$ cat src/rtl/rxdce_cfg.svh
// register offsets, field positions and reset values of the receive extension block
`ifndef RXDCE_CFG_SVH
`define RXDCE_CFG_SVH
// printed offsets are not all word multiples, so they are indices; byte address = index * 4
`define RXDCE_IDX_SYS_CTRL_1 8'h0c
`define RXDCE_IDX_SYS_CTRL_2 8'h0d
`define RXDCE_IDX_SYS_CTRL_3 8'h0e
`define RXDCE_IDX_SLEEP_LO 8'h0f
`define RXDCE_IDX_SLEEP_HI 8'h10
`define RXDCE_IDX_T1_LO 8'h11
`define RXDCE_IDX_T1_HI 8'h12
`define RXDCE_IDX_T2_LO 8'h13
`define RXDCE_IDX_T2_HI 8'h14
`define RXDCE_IDX_EXT_CTRL 8'h15
`define RXDCE_IDX_DET_SEL 8'h16
`define RXDCE_IDX_PHASE_CLK 8'h17
`define RXDCE_IDX_IRQ_STATUS 8'h18
`define RXDCE_IDX_IRQ_MASK 8'h19
`define RXDCE_IDX_STATE 8'h1a
`define RXDCE_IDX_FRONT_END 8'h1b
// field positions
`define RXDCE_RX_TIMER_EN_BIT 4
`define RXDCE_EXT_MODE_LSB 0
`define RXDCE_RSSI_SRC_BIT 4
`define RXDCE_START_BIT 0
// reset values
`define RXDCE_RST_BYTE 8'h00
`define RXDCE_RST_FRONT_END 8'h65
// interrupt status bits
`define RXDCE_IRQ_EXTEND 0
`define RXDCE_IRQ_T1_DONE 1
`define RXDCE_IRQ_T2_DONE 2
`define RXDCE_IRQ_HANDOFF 3
`define RXDCE_IRQ_W 4
// timer tick: one interval unit and one pclk period, both in ns; their ratio gives the pclk cycles per unit
`define RXDCE_TICK_NS 1000
`define RXDCE_CLK_NS 10
`endif

$ cat src/rtl/rxdce_pkg.sv
// types of the receive extension block
package rxdce_pkg;
  typedef enum logic [2:0] {
    RXDCE_IDLE,
    RXDCE_T1,
    RXDCE_T2,
    RXDCE_HOLD,
    RXDCE_HOST
  } rxdce_state_t;
endpackage

$ cat src/rtl/rxdce_top.sv
// receive window extension logic with apb register file
// What this block does
// [RULE1] mode 8 extends when preamble found or sync found occurs during t1.
// [RULE2] mode 9 extends when preamble found or node match occurs during t1.
// [RULE3] mode 10 extends on preamble found, sync found or node match during t1.
// [RULE4] modes 9 and 10 leave t1 for t2 on the condition and end reception when t2 expires.
// [RULE5] modes 11 to 13 run t2, hand to the host on sync, else end reception at t2 expiry.
// [RULE6] modes 11, 12, 13 use signal strength, preamble, and both together as condition.
// [RULE7] mode 7 needs signal strength valid and preamble found at the same time.
// [RULE8] t1 and t2 lengths come from host-written registers.
// [RULE9] signal strength valid comes from a threshold compare or the phase jump detector.
// [RULE10] the host picks front-end power with four 2-bit fields in three documented sets.
// [RULE11] mode 0 gives no extension and reception ends when t1 expires.
// [RULE12] extension applies only while the receive timer enable bit is 1; t2 and hold here ignore the bit and run on once it clears.
// [RULE13] modes 5 to 8 follow the t1-to-t2 behaviour of modes 9 and 10.
//
// Chosen here: register access over APB.
`include "rxdce_cfg.svh"
module rxdce_top
  import rxdce_pkg::*;
#(
  parameter int TICK_CYCLES = `RXDCE_TICK_NS / `RXDCE_CLK_NS
)
(
  input wire logic pclk,
  input wire logic presetn,
  input wire logic psel,
  input wire logic penable,
  input wire logic pwrite,
  input wire logic [31:0] paddr,
  input wire logic [31:0] pwdata,
  input wire logic [3:0] pstrb,
  output logic [31:0] prdata,
  output logic pready,
  output logic pslverr,
  input wire logic [7:0] signal_strength,
  input wire logic phase_jump_detector,
  input wire logic preamble_found,
  input wire logic sync_found,
  input wire logic node_match,
  output logic rx_active,
  output logic host_control,
  output logic [7:0] front_end_power,
  output logic irq
);
  typedef struct packed {
    logic [7:0] ctrl1;
    logic [7:0] ctrl2;
    logic [7:0] ctrl3;
    logic [15:0] sleep_len;
    logic [15:0] t1_len;
    logic [15:0] t2_len;
    logic [7:0] ext_ctrl;
    logic [7:0] det_sel;
    logic [7:0] phase_clk;
    logic [7:0] front_end;
    logic [`RXDCE_IRQ_W-1:0] irq_status;
    logic [`RXDCE_IRQ_W-1:0] irq_mask;
    rxdce_state_t state;
    logic [15:0] tick_cnt;
    logic [15:0] win_cnt;
    logic [31:0] prdata;
    logic pready;
    logic pslverr;
    logic rx_active;
    logic host_control;
    logic irq;
  } rxdce_regs_t;

  rxdce_regs_t r_q;
  rxdce_regs_t r_d;

  localparam logic [15:0] TICK_MAX = 16'(TICK_CYCLES - 1);

  logic access;
  logic [7:0] idx;
  logic aligned;
  logic rssi_valid;
  logic [3:0] mode;
  logic cond;
  logic tick;
  logic [31:0] rd;
  logic hit;

  always_comb
  begin
    r_d = r_q;
    access = psel && penable && !r_q.pready;
    idx = paddr[9:2];
    aligned = (paddr[1:0] == 2'b00) && (paddr[31:10] == 22'h0);
    mode = r_q.ext_ctrl[`RXDCE_EXT_MODE_LSB +: 4];
    // source of signal strength valid is selectable [RULE9]
    if (r_q.det_sel[`RXDCE_RSSI_SRC_BIT])
    begin
      rssi_valid = phase_jump_detector;
    end
    else
    begin
      rssi_valid = signal_strength >= r_q.phase_clk;
    end
    case (mode)
      4'd1, 4'd4, 4'd5, 4'd11:
      begin
        cond = rssi_valid; // [RULE6]
      end
      4'd2, 4'd6, 4'd12:
      begin
        cond = preamble_found; // [RULE6]
      end
      4'd3, 4'd7, 4'd13:
      begin
        cond = rssi_valid && preamble_found; // [RULE7] [RULE6]
      end
      4'd8:
      begin
        cond = preamble_found || sync_found; // [RULE1]
      end
      4'd9:
      begin
        cond = preamble_found || node_match; // [RULE2]
      end
      4'd10:
      begin
        cond = preamble_found || sync_found || node_match; // [RULE3]
      end
      default:
      begin
        cond = 1'b0; // [RULE11]
      end
    endcase
    tick = (r_q.tick_cnt == TICK_MAX);
    // interval timer ticks
    if (r_q.state == RXDCE_T1 || r_q.state == RXDCE_T2)
    begin
      r_d.tick_cnt = tick ? 16'h0000 : r_q.tick_cnt + 16'h0001;
    end
    else
    begin
      r_d.tick_cnt = 16'h0000;
    end
    case (r_q.state)
      RXDCE_IDLE:
      begin
        if (r_q.ctrl3[`RXDCE_START_BIT] && r_q.ctrl1[`RXDCE_RX_TIMER_EN_BIT]) // [RULE12]
        begin
          r_d.state = RXDCE_T1;
          r_d.win_cnt = r_q.t1_len; // [RULE8]
        end
        // a start given with the timer off is dropped, so it cannot fire later [RULE12]
        r_d.ctrl3[`RXDCE_START_BIT] = 1'b0;
      end
      RXDCE_T1:
      begin
        if (!r_q.ctrl1[`RXDCE_RX_TIMER_EN_BIT])
          r_d.state = RXDCE_IDLE; // [RULE12]
        else if (cond && mode >= 4'd5)
        begin
          r_d.state = RXDCE_T2; // [RULE4] [RULE5] [RULE13]
          r_d.win_cnt = r_q.t2_len; // [RULE8]
          r_d.irq_status[`RXDCE_IRQ_EXTEND] = 1'b1;
        end
        else if (cond && mode == 4'd4)
        begin
          r_d.state = RXDCE_HOLD;
          r_d.irq_status[`RXDCE_IRQ_EXTEND] = 1'b1;
        end
        else if (cond)
        begin
          r_d.state = RXDCE_HOST;
          r_d.irq_status[`RXDCE_IRQ_HANDOFF] = 1'b1;
        end
        else if (r_q.win_cnt == 16'h0000)
        begin
          r_d.state = RXDCE_IDLE; // [RULE11]
          r_d.irq_status[`RXDCE_IRQ_T1_DONE] = 1'b1;
        end
        else if (tick)
        begin
          r_d.win_cnt = r_q.win_cnt - 16'h0001;
        end
      end
      RXDCE_T2:
      begin
        if (mode >= 4'd11 && mode <= 4'd13 && sync_found)
        begin
          r_d.state = RXDCE_HOST; // [RULE5]
          r_d.irq_status[`RXDCE_IRQ_HANDOFF] = 1'b1;
        end
        else if (r_q.win_cnt == 16'h0000)
        begin
          r_d.state = RXDCE_IDLE; // [RULE4] [RULE5]
          r_d.irq_status[`RXDCE_IRQ_T2_DONE] = 1'b1;
        end
        else if (tick)
        begin
          r_d.win_cnt = r_q.win_cnt - 16'h0001;
        end
      end
      RXDCE_HOLD:
      begin
        if (!rssi_valid)
          r_d.state = RXDCE_IDLE;
      end
      RXDCE_HOST:
      begin
        // host ends its own reception by writing 1 to ctrl3 bit 1, which then clears itself
        if (r_q.ctrl3[1])
        begin
          r_d.state = RXDCE_IDLE;
          r_d.ctrl3[1] = 1'b0;
        end
      end
      default:
      begin
        r_d.state = RXDCE_IDLE;
      end
    endcase
    // apb slave: one wait state, registers sit at index * 4
    hit = 1'b1;
    rd = 32'h0000_0000;
    case (idx)
      `RXDCE_IDX_SYS_CTRL_1:
      begin
        rd = {24'h0, r_q.ctrl1};
      end
      `RXDCE_IDX_SYS_CTRL_2:
      begin
        rd = {24'h0, r_q.ctrl2};
      end
      `RXDCE_IDX_SYS_CTRL_3:
      begin
        rd = {24'h0, r_q.ctrl3};
      end
      `RXDCE_IDX_SLEEP_LO:
      begin
        rd = {24'h0, r_q.sleep_len[7:0]};
      end
      `RXDCE_IDX_SLEEP_HI:
      begin
        rd = {24'h0, r_q.sleep_len[15:8]};
      end
      `RXDCE_IDX_T1_LO:
      begin
        rd = {24'h0, r_q.t1_len[7:0]};
      end
      `RXDCE_IDX_T1_HI:
      begin
        rd = {24'h0, r_q.t1_len[15:8]};
      end
      `RXDCE_IDX_T2_LO:
      begin
        rd = {24'h0, r_q.t2_len[7:0]};
      end
      `RXDCE_IDX_T2_HI:
      begin
        rd = {24'h0, r_q.t2_len[15:8]};
      end
      `RXDCE_IDX_EXT_CTRL:
      begin
        rd = {24'h0, r_q.ext_ctrl};
      end
      `RXDCE_IDX_DET_SEL:
      begin
        rd = {24'h0, r_q.det_sel};
      end
      `RXDCE_IDX_PHASE_CLK:
      begin
        rd = {24'h0, r_q.phase_clk};
      end
      `RXDCE_IDX_IRQ_STATUS:
      begin
        rd = {28'h0, r_q.irq_status};
      end
      `RXDCE_IDX_IRQ_MASK:
      begin
        rd = {28'h0, r_q.irq_mask};
      end
      `RXDCE_IDX_STATE:
      begin
        rd = {29'h0, r_q.state};
      end
      `RXDCE_IDX_FRONT_END:
      begin
        rd = {24'h0, r_q.front_end};
      end
      default:
      begin
        hit = 1'b0;
      end
    endcase
    hit = hit && aligned;
    r_d.pready = access;
    r_d.pslverr = access && !hit;
    r_d.prdata = (access && !pwrite && hit) ? rd : 32'h0000_0000;
    if (access && hit && !pwrite && idx == `RXDCE_IDX_IRQ_STATUS)
      r_d.irq_status = r_q.irq_status & ~r_q.irq_status | (r_d.irq_status & ~r_q.irq_status);
    if (access && hit && pwrite && pstrb[0])
    begin
      case (idx)
        `RXDCE_IDX_SYS_CTRL_1:
        begin
          r_d.ctrl1 = pwdata[7:0];
        end
        `RXDCE_IDX_SYS_CTRL_2:
        begin
          r_d.ctrl2 = pwdata[7:0];
        end
        `RXDCE_IDX_SYS_CTRL_3:
        begin
          r_d.ctrl3 = pwdata[7:0];
        end
        `RXDCE_IDX_SLEEP_LO:
        begin
          r_d.sleep_len[7:0] = pwdata[7:0];
        end
        `RXDCE_IDX_SLEEP_HI:
        begin
          r_d.sleep_len[15:8] = pwdata[7:0];
        end
        `RXDCE_IDX_T1_LO:
        begin
          r_d.t1_len[7:0] = pwdata[7:0]; // [RULE8]
        end
        `RXDCE_IDX_T1_HI:
        begin
          r_d.t1_len[15:8] = pwdata[7:0]; // [RULE8]
        end
        `RXDCE_IDX_T2_LO:
        begin
          r_d.t2_len[7:0] = pwdata[7:0]; // [RULE8]
        end
        `RXDCE_IDX_T2_HI:
        begin
          r_d.t2_len[15:8] = pwdata[7:0]; // [RULE8]
        end
        `RXDCE_IDX_EXT_CTRL:
        begin
          r_d.ext_ctrl = pwdata[7:0];
        end
        `RXDCE_IDX_DET_SEL:
        begin
          r_d.det_sel = pwdata[7:0];
        end
        `RXDCE_IDX_PHASE_CLK:
        begin
          r_d.phase_clk = pwdata[7:0];
        end
        `RXDCE_IDX_IRQ_MASK:
        begin
          r_d.irq_mask = pwdata[`RXDCE_IRQ_W-1:0];
        end
        `RXDCE_IDX_FRONT_END:
        begin
          r_d.front_end = pwdata[7:0]; // [RULE10]
        end
        default:
        begin
          r_d.ctrl2 = r_q.ctrl2;
        end
      endcase
    end
    r_d.rx_active = (r_d.state == RXDCE_T1) || (r_d.state == RXDCE_T2) || (r_d.state == RXDCE_HOLD);
    r_d.host_control = (r_d.state == RXDCE_HOST);
    r_d.irq = |(r_d.irq_status & r_d.irq_mask);
  end

  always_ff @(posedge pclk or negedge presetn)
  begin
    if (!presetn)
    begin
      r_q <= '0;
      r_q.front_end <= `RXDCE_RST_FRONT_END;
      r_q.state <= RXDCE_IDLE;
    end
    else
      r_q <= r_d;
  end

  assign prdata = r_q.prdata;
  assign pready = r_q.pready;
  assign pslverr = r_q.pslverr;
  assign rx_active = r_q.rx_active;
  assign host_control = r_q.host_control;
  assign front_end_power = r_q.front_end;
  assign irq = r_q.irq;
endmodule

$ cat config.mk
export PLATFORM = sky130hd
export DESIGN_NAME = rxdce_top
export DESIGN_NICKNAME = d
export VERILOG_FILES = /design/src/rtl/rxdce_pkg.sv /design/src/rtl/rxdce_top.sv
export VERILOG_INCLUDE_DIRS = /design/src /design/src/rtl
export SDC_FILE = /design/constraint.sdc
export NUM_CORES = 1
export LEC_CHECK = 0
export BUFFER_PORTS_ARGS = -buffer_cell sky130_fd_sc_hd__clkbuf_2
export CAP_MARGIN = 10
export CELL_PAD_IN_SITES_DETAIL_PLACEMENT = 1
export CELL_PAD_IN_SITES_GLOBAL_PLACEMENT = 2
export CORE_MARGIN = 3
export CORE_UTILIZATION = 40
export DETAILED_ROUTE_END_ITERATION = 10
export PLACE_DENSITY_LB_ADDON = 0.1
export SYNTH_ARGS = -nofsm -noshare
export SYNTH_HDL_FRONTEND = slang
export SYNTH_SLANG_ARGS = --single-unit
$ cat constraint.sdc
create_clock -name pclk -period 7.4 [get_ports pclk]
set_input_delay 0.37 -clock pclk [delete_from_list [all_inputs] [get_ports pclk]]
set_output_delay 0.37 -clock pclk [all_outputs]
set_load 0.01 [all_outputs]
* Word-level counts from Yosys, hierarchy flattened
Index checks and enable logic that the tools add are counted.
Word-level totals: register bits 184, bits of input ports 85, output and inout port bits 45
Operators by class: add/subtract/negate cells 2, magnitude comparators 4, eq/ne operators 43, multiplexer cells 60, bitwise gates (word level) 5, reduce and logical (&&, ||, !) cells 51
Operator list (count):
- $mux W16 | 10
- $pmux W8 S16 | 1
- $eq A8 B5 Y1 const B | 12
- $mux W82 | 1
- $mux W8 | 10
- $pmux W16 S3 | 1
- $eq A8 B4 Y1 const B | 4
- $mux W32 | 1
- $mux W3 | 9
- $reduce_and A2 Y1 | 13
- $eq A4 B4 Y1 const B | 6
- $logic_not A22 Y1 | 1
- $logic_and A1 B1 Y1 | 18
- $mux W1 | 18
- $add A16 B1 Y16 const B | 1
- $eq A16 B7 Y1 const B | 1
- $eq A4 B3 Y1 const B | 4
- $logic_not A16 Y1 | 1
- $reduce_or A16 Y1 | 1
- $sub A16 B1 Y16 const B | 1
- $pmux W3 S5 | 1
- $and A4 B4 Y4 | 3
- $eq A3 B2 Y1 const B | 4
- $mux W4 | 3
- other kinds (24) | 40

* Logic depth before layout (Yosys ltp)
word-level depth 14, depth in mapped cells 10, mapped depth without buffers 9

* Worst setup path after synthesis
OpenSTA, ideal clock, no wires.
path type input port to flip-flop, from input port signal_strength[0], to register r_q[46] (netlist bit), library setup time 0.066 ns, arrival 2.547 ns, path slack 4.787 ns, stages 10, buffers on the path 1, cell sequence inv_1 ha_1 nand2b_1 a2111oi_0 o32ai_2 o21ai_2 a21oi_1 buf_2 o41ai_1 a22o_1
Between the ends: longest elaborated chain between the ends 8, elaborated cells between the ends (all ways) 12, those cells by class order compare: 1; eq/ne: 2; mux: 5; reduce/logical: 4
RTL lines:
- start, declared | line rxdce_top.sv:36 | input wire logic [7:0] signal_strength,
- $ge A8 B8 Y1 * | line rxdce_top.sv:99 | rssi_valid = signal_strength >= r_q.phase_clk;
- $mux W1 * | line rxdce_top.sv:93 | if (r_q.det_sel[`RXDCE_RSSI_SRC_BIT])
- $logic_and A1 B1 Y1 | line rxdce_top.sv:112 | cond = rssi_valid && preamble_found;
- $pmux W1 S6 * | line rxdce_top.sv:101 | case (mode)
- $logic_and A1 B1 Y1 | line rxdce_top.sv:156 | else if (cond && mode >= 4'd5)
- $mux W16 | line rxdce_top.sv:156
- $mux W16 | line rxdce_top.sv:154 | if (!r_q.ctrl1[`RXDCE_RX_TIMER_EN_BIT])
- $pmux W16 S3 | line rxdce_top.sv:141 | case (r_q.state)
- end signal, assigned | line rxdce_top.sv:376 | r_q <= r_d;
- end, declared | line rxdce_top.sv:70 | rxdce_regs_t r_q;
Mark *: on every way between the ends. The rest lies on a longest branch, timed or not. The select of a mux whose other input is x is not followed. A chain may end at the register's enable or synchronous reset.

* Final worst setup path
from register r_q[88] (netlist bit), to register r_q[49] (netlist bit)
Between the ends: longest elaborated chain between the ends 8, elaborated cells between the ends (all ways) 12, those cells by class order compare: 1; eq/ne: 2; mux: 5; reduce/logical: 4
RTL lines (line):
- $ge A8 B8 Y1 * | rxdce_top.sv:99
- $mux W1 * | rxdce_top.sv:93
- $logic_and A1 B1 Y1 | rxdce_top.sv:112
- $pmux W1 S6 * | rxdce_top.sv:101
- $logic_and A1 B1 Y1 | rxdce_top.sv:156
- $mux W16 | rxdce_top.sv:156
- $mux W16 | rxdce_top.sv:154
- $pmux W16 S3 | rxdce_top.sv:141
Marks and branches as above.

==> implementation parameters <==
Parameter                              Value

Power and ir drop
  Worst voltage drop across the vdd grid ... 0.000178 V
  Total design power ... 1.85 mW
  Power per standard cell area ... 190 nW/um2
  Leak ... 4.49 nW

STA
  Final period demand of the worst path ... 3.63 ns
  Crit share post-route ... 49.1%
  Final number of hold-violating endpoints ... 0
  Setup repair after global routing missed its margin ... no
  Final setup slack of the worst path ... 3.77 ns
  Worst clock skew on the final layout ... 0.00924 ns
  Measured slew at the worst slew-check pin ... 1.01 ns
  Final setup vio count ... 0
  Worst rel slew slack ... 32.3%
  Max Freq ... 275 MHz
  Final-report max-slew violation count ... 0
  TNS Setup ... 0 ns

Run
  Max_cap viols ... 0

Run status
  Run status ... complete, no violations

Clock network
  Total setup buffers inserted after CTS ... 0
  CTS tree ... yes
  H-Tree Level Count ... 4
  Number of hold buffers added after cts ... 0
  Total CTS buffers ... 17
  Number of gates given a new drive strength after cts ... 0
  Buffer type at the clock tree root ... sky130_fd_sc_hd__clkbuf_16
  Maximum clock path buffer count ... 2
  Clock latency on the worst-skew pair ... 0.42 ns
  Clock transition at the register clock pins on the worst setup and hold paths after CTS ... 0.07 ns
  Total clock sinks ... 160

Drt
  ANT nets after route ... 0
  Drt drc ... 0
  Detailed-router iteration count before antenna repair ... 5
  Via total after detailed routing ... 6,562
  Number of vias per cell ... 5.84
  Count of routing violations after the opening detailed-route iteration ... 406
  Wire length per cell after detailed routing ... 22.7 um
  Total Wirelength ... 25,500 um

Finish
  Fill cells ... 2,307
  Net count reported at finish ... 931
  Fraction of layout instances using a drive strength above 1 ... 31.8%
  Non-filler cells in the finished layout ... 1,123
  Area Overhead vs Synth ... 11.2%
  Core utilization of the finished layout ... 45.8%
  Diodes inserted ... 0

Worst setup path
  CP endpoint kind ... flip-flop
  Reg2Reg Setup Slack ... 3.77 ns
  Length in cells of the worst reg-to-reg path ... 8
  Stages on worst setup path ... 8
  Source of the worst register-to-register timing path ... r_q[88]
  Worst Path Max Fanout ... 26
  Startpoint types ... flip-flop
  Largest delay share family, worst path ... compound AO/OA/AOI/OAI gates
  Data required time of the critical path ... 7.71 ns
  CP Launch Point ... r_q[88]
  Reg-to-reg critical path endpoint ... r_q[49]
  Worst path buffer plus inverter count ... 0
  Ordered list of cells on the worst path ... ha_1 -> nand2b_1 -> a2111oi_0 -> o32ai_2 -> o21ai_2 -> o31a_1 -> o21ai_0 -> a221o_1
  Class of the most critical setup path ... reg -> reg
  Worst Path Arrival ... 3.94 ns
  Critical path destination ... r_q[49]
  Max incr delay on CP ... 0.82 ns
  Slowest library cell on the worst path ... sky130_fd_sc_hd__o31a_1

Synth
  Top cells by instance count after synthesis ... 156 x sky130_fd_sc_hd__dfrtp_1, 116 x sky130_fd_sc_hd__mux2_2, 59 x sky130_fd_sc_hd__nor2_1
  Count of flip-flops with a built-in enable after synthesis ... 0
  Post-Synthesis Mean Instance Area ... 11.1 um2
  Area share of the largest cell type after synthesis ... 44.5%
  Synthesis Warnings ... 0
  Largest area contributor in the netlist ... sky130_fd_sc_hd__dfrtp_1
  Seq cells post-synth ... 160
  Share of flip-flops with an asynchronous set or reset ... 100%
  Share of synthesized area occupied by flip-flops and latches ... 45.7%
  Summed instance area of the synthesized netlist ... 8770 um2
  Predominant post-synthesis flop cell ... sky130_fd_sc_hd__dfrtp_1
  Count leader, synth ... sky130_fd_sc_hd__dfrtp_1
  Cell variety after synth ... 81
  Synth Instances ... 791
  Largest cells by area after synthesis ... sky130_fd_sc_hd__dfrtp_1 45%, sky130_fd_sc_hd__mux2_2 15%, sky130_fd_sc_hd__buf_4 3.4%, sky130_fd_sc_hd__mux4_2 2.8%, sky130_fd_sc_hd__nor2_1 2.5%

GRT
  Antenna violations before repair ... 0
  Via count of the first global-routing pass ... 6,830
  Pin count of the biggest net entering global routing ... 91
  Overflow left after global routing ... 0
  Overall fraction of global-route tracks in use ... 21.7%
  Wire length of the first global-routing pass ... 40,100 um

Die
  Die area ... 23,700 um2
  Initial standard-cell utilization of the core ... 41.2%
  Die extent in y ... 154 um
  Num ports ... 130
  Chip width ... 154 um
  Core Rows ... 53
  Placeable core region ... 21,300 um2

Placed design
  Setup slack after placement ... 3.62 ns
  Weighted congestion at the end of routability-driven global placement ... 0.835
  Port bufs ... 78
  Number of placed instances with taps included ... 1,090
  Detailed-placement wirelength estimate ... 18,400 um

Worst hold path
  Class of the tightest hold or removal check ... in -> async
==> registers in the layout, indices dropped and copies added (netlist names), 4 cells and up <==
signal	cells
front_end_power	8
r_q	135
mode	4
prdata	8
==> cell families after synthesis <==
| kind of cell | count (synthesis) | share of synthesized area [%] |
|---|---|---|
| adder cells (fa/ha/maj) | 11 | 1.57 |
| XOR/XNOR | 16 | 1.60 |
| multiplexers | 139 | 19.2 |
| AO/OA/AOI/OAI | 157 | 13.2 |
| other | 1 | 0.0428 |
| buffers and inverters | 100 | 6.14 |
| AND/OR/NAND/NOR | 207 | 12.6 |
| flip-flops | 160 | 45.7 |
==> how the worst min path moves through the flow <==
stage	cells after the start	end	startpoint	slack (ns)
final	1	r_q[46]	presetn	0.006
after global routing	1	r_q[48]	presetn	0.10
after CTS	1	r_q[48]	presetn	0.06
after detailed placement	1	r_q[53]	r_q[53]	0.48
after global placement	1	r_q[182]	r_q[182]	0.47
after floorplan	0	front_end_power[1]	presetn	0.07
==> cell usage in the layout, fill, tap and decap left out, types with 6 or more instances in the layout <==
cell                          n
sky130_fd_sc_hd__a21oi_1     21
sky130_fd_sc_hd__a222oi_1     6
sky130_fd_sc_hd__mux4_2      11
sky130_fd_sc_hd__nor2_1      59
sky130_fd_sc_hd__a22o_1      11
sky130_fd_sc_hd__mux2i_1     10
sky130_fd_sc_hd__a22oi_1     16
sky130_fd_sc_hd__and3_1       8
sky130_fd_sc_hd__or3_1        8
sky130_fd_sc_hd__dfrtp_1    156
sky130_fd_sc_hd__nor2b_1     11
sky130_fd_sc_hd__mux2_2     116
sky130_fd_sc_hd__o31ai_1      6
sky130_fd_sc_hd__o21ai_0     28
sky130_fd_sc_hd__nor4_1      16
sky130_fd_sc_hd__xor2_1      11
sky130_fd_sc_hd__a32oi_1     11
sky130_fd_sc_hd__nand3_1     12
sky130_fd_sc_hd__inv_1       18
sky130_fd_sc_hd__inv_6        7
sky130_fd_sc_hd__clkbuf_16   17
sky130_fd_sc_hd__clkbuf_2    77
sky130_fd_sc_hd__ha_1        11
sky130_fd_sc_hd__conb_1      24
sky130_fd_sc_hd__nor3_1       9
sky130_fd_sc_hd__nand2_1     37
==> power breakdown <==
part           total, mW  switching [mW]  internal (mW)
sequential         0.880         0.00325          0.877
clock              0.878           0.402          0.476
combinational     0.0949          0.0672         0.0277
total               1.85           0.473           1.38
==> per-layer routing <==
metal  vias up  GRT usage (%)  wire (um)
met5         -              0          0
met4         0           5.09        301
met3        15           3.07        728
met2       115           35.1      12300
met1      3466           31.0      12200
li1       2966              -          -
==> worst reg2reg max path, stage by stage (launching register included) <==
cell and delay, ns:
sky130_fd_sc_hd__dfrtp_1 0.39, sky130_fd_sc_hd__ha_1 0.27, sky130_fd_sc_hd__nand2b_1 0.15, sky130_fd_sc_hd__a2111oi_0 0.50
sky130_fd_sc_hd__o32ai_2 0.31, sky130_fd_sc_hd__o21ai_2 0.48, sky130_fd_sc_hd__o31a_1 0.83, sky130_fd_sc_hd__o21ai_0 0.21
sky130_fd_sc_hd__a221o_1 0.39
==> area by class of cell <==
type	count	area (um2)	share of cell area (%)
clock inverter	14	143	1.46
sequential	160	4010	41.1
inverter	18	67.6	0.693
clock buffer	18	429	4.40
tap	275	344	3.53
timing repair buffer	84	445	4.57
multi-input combinational	554	4310	44.2
==> stage by stage <==
step	hold slack [ns]	instance area [um2]
after floorplan	0.0744	8850
after global placement	0.466	9170
after detailed placement	0.484	9170
after CTS	0.0561	9740
after global routing	0.103	9750
final	0.00576	9750
No activity file was read; power rests on OpenSTA's default activity.
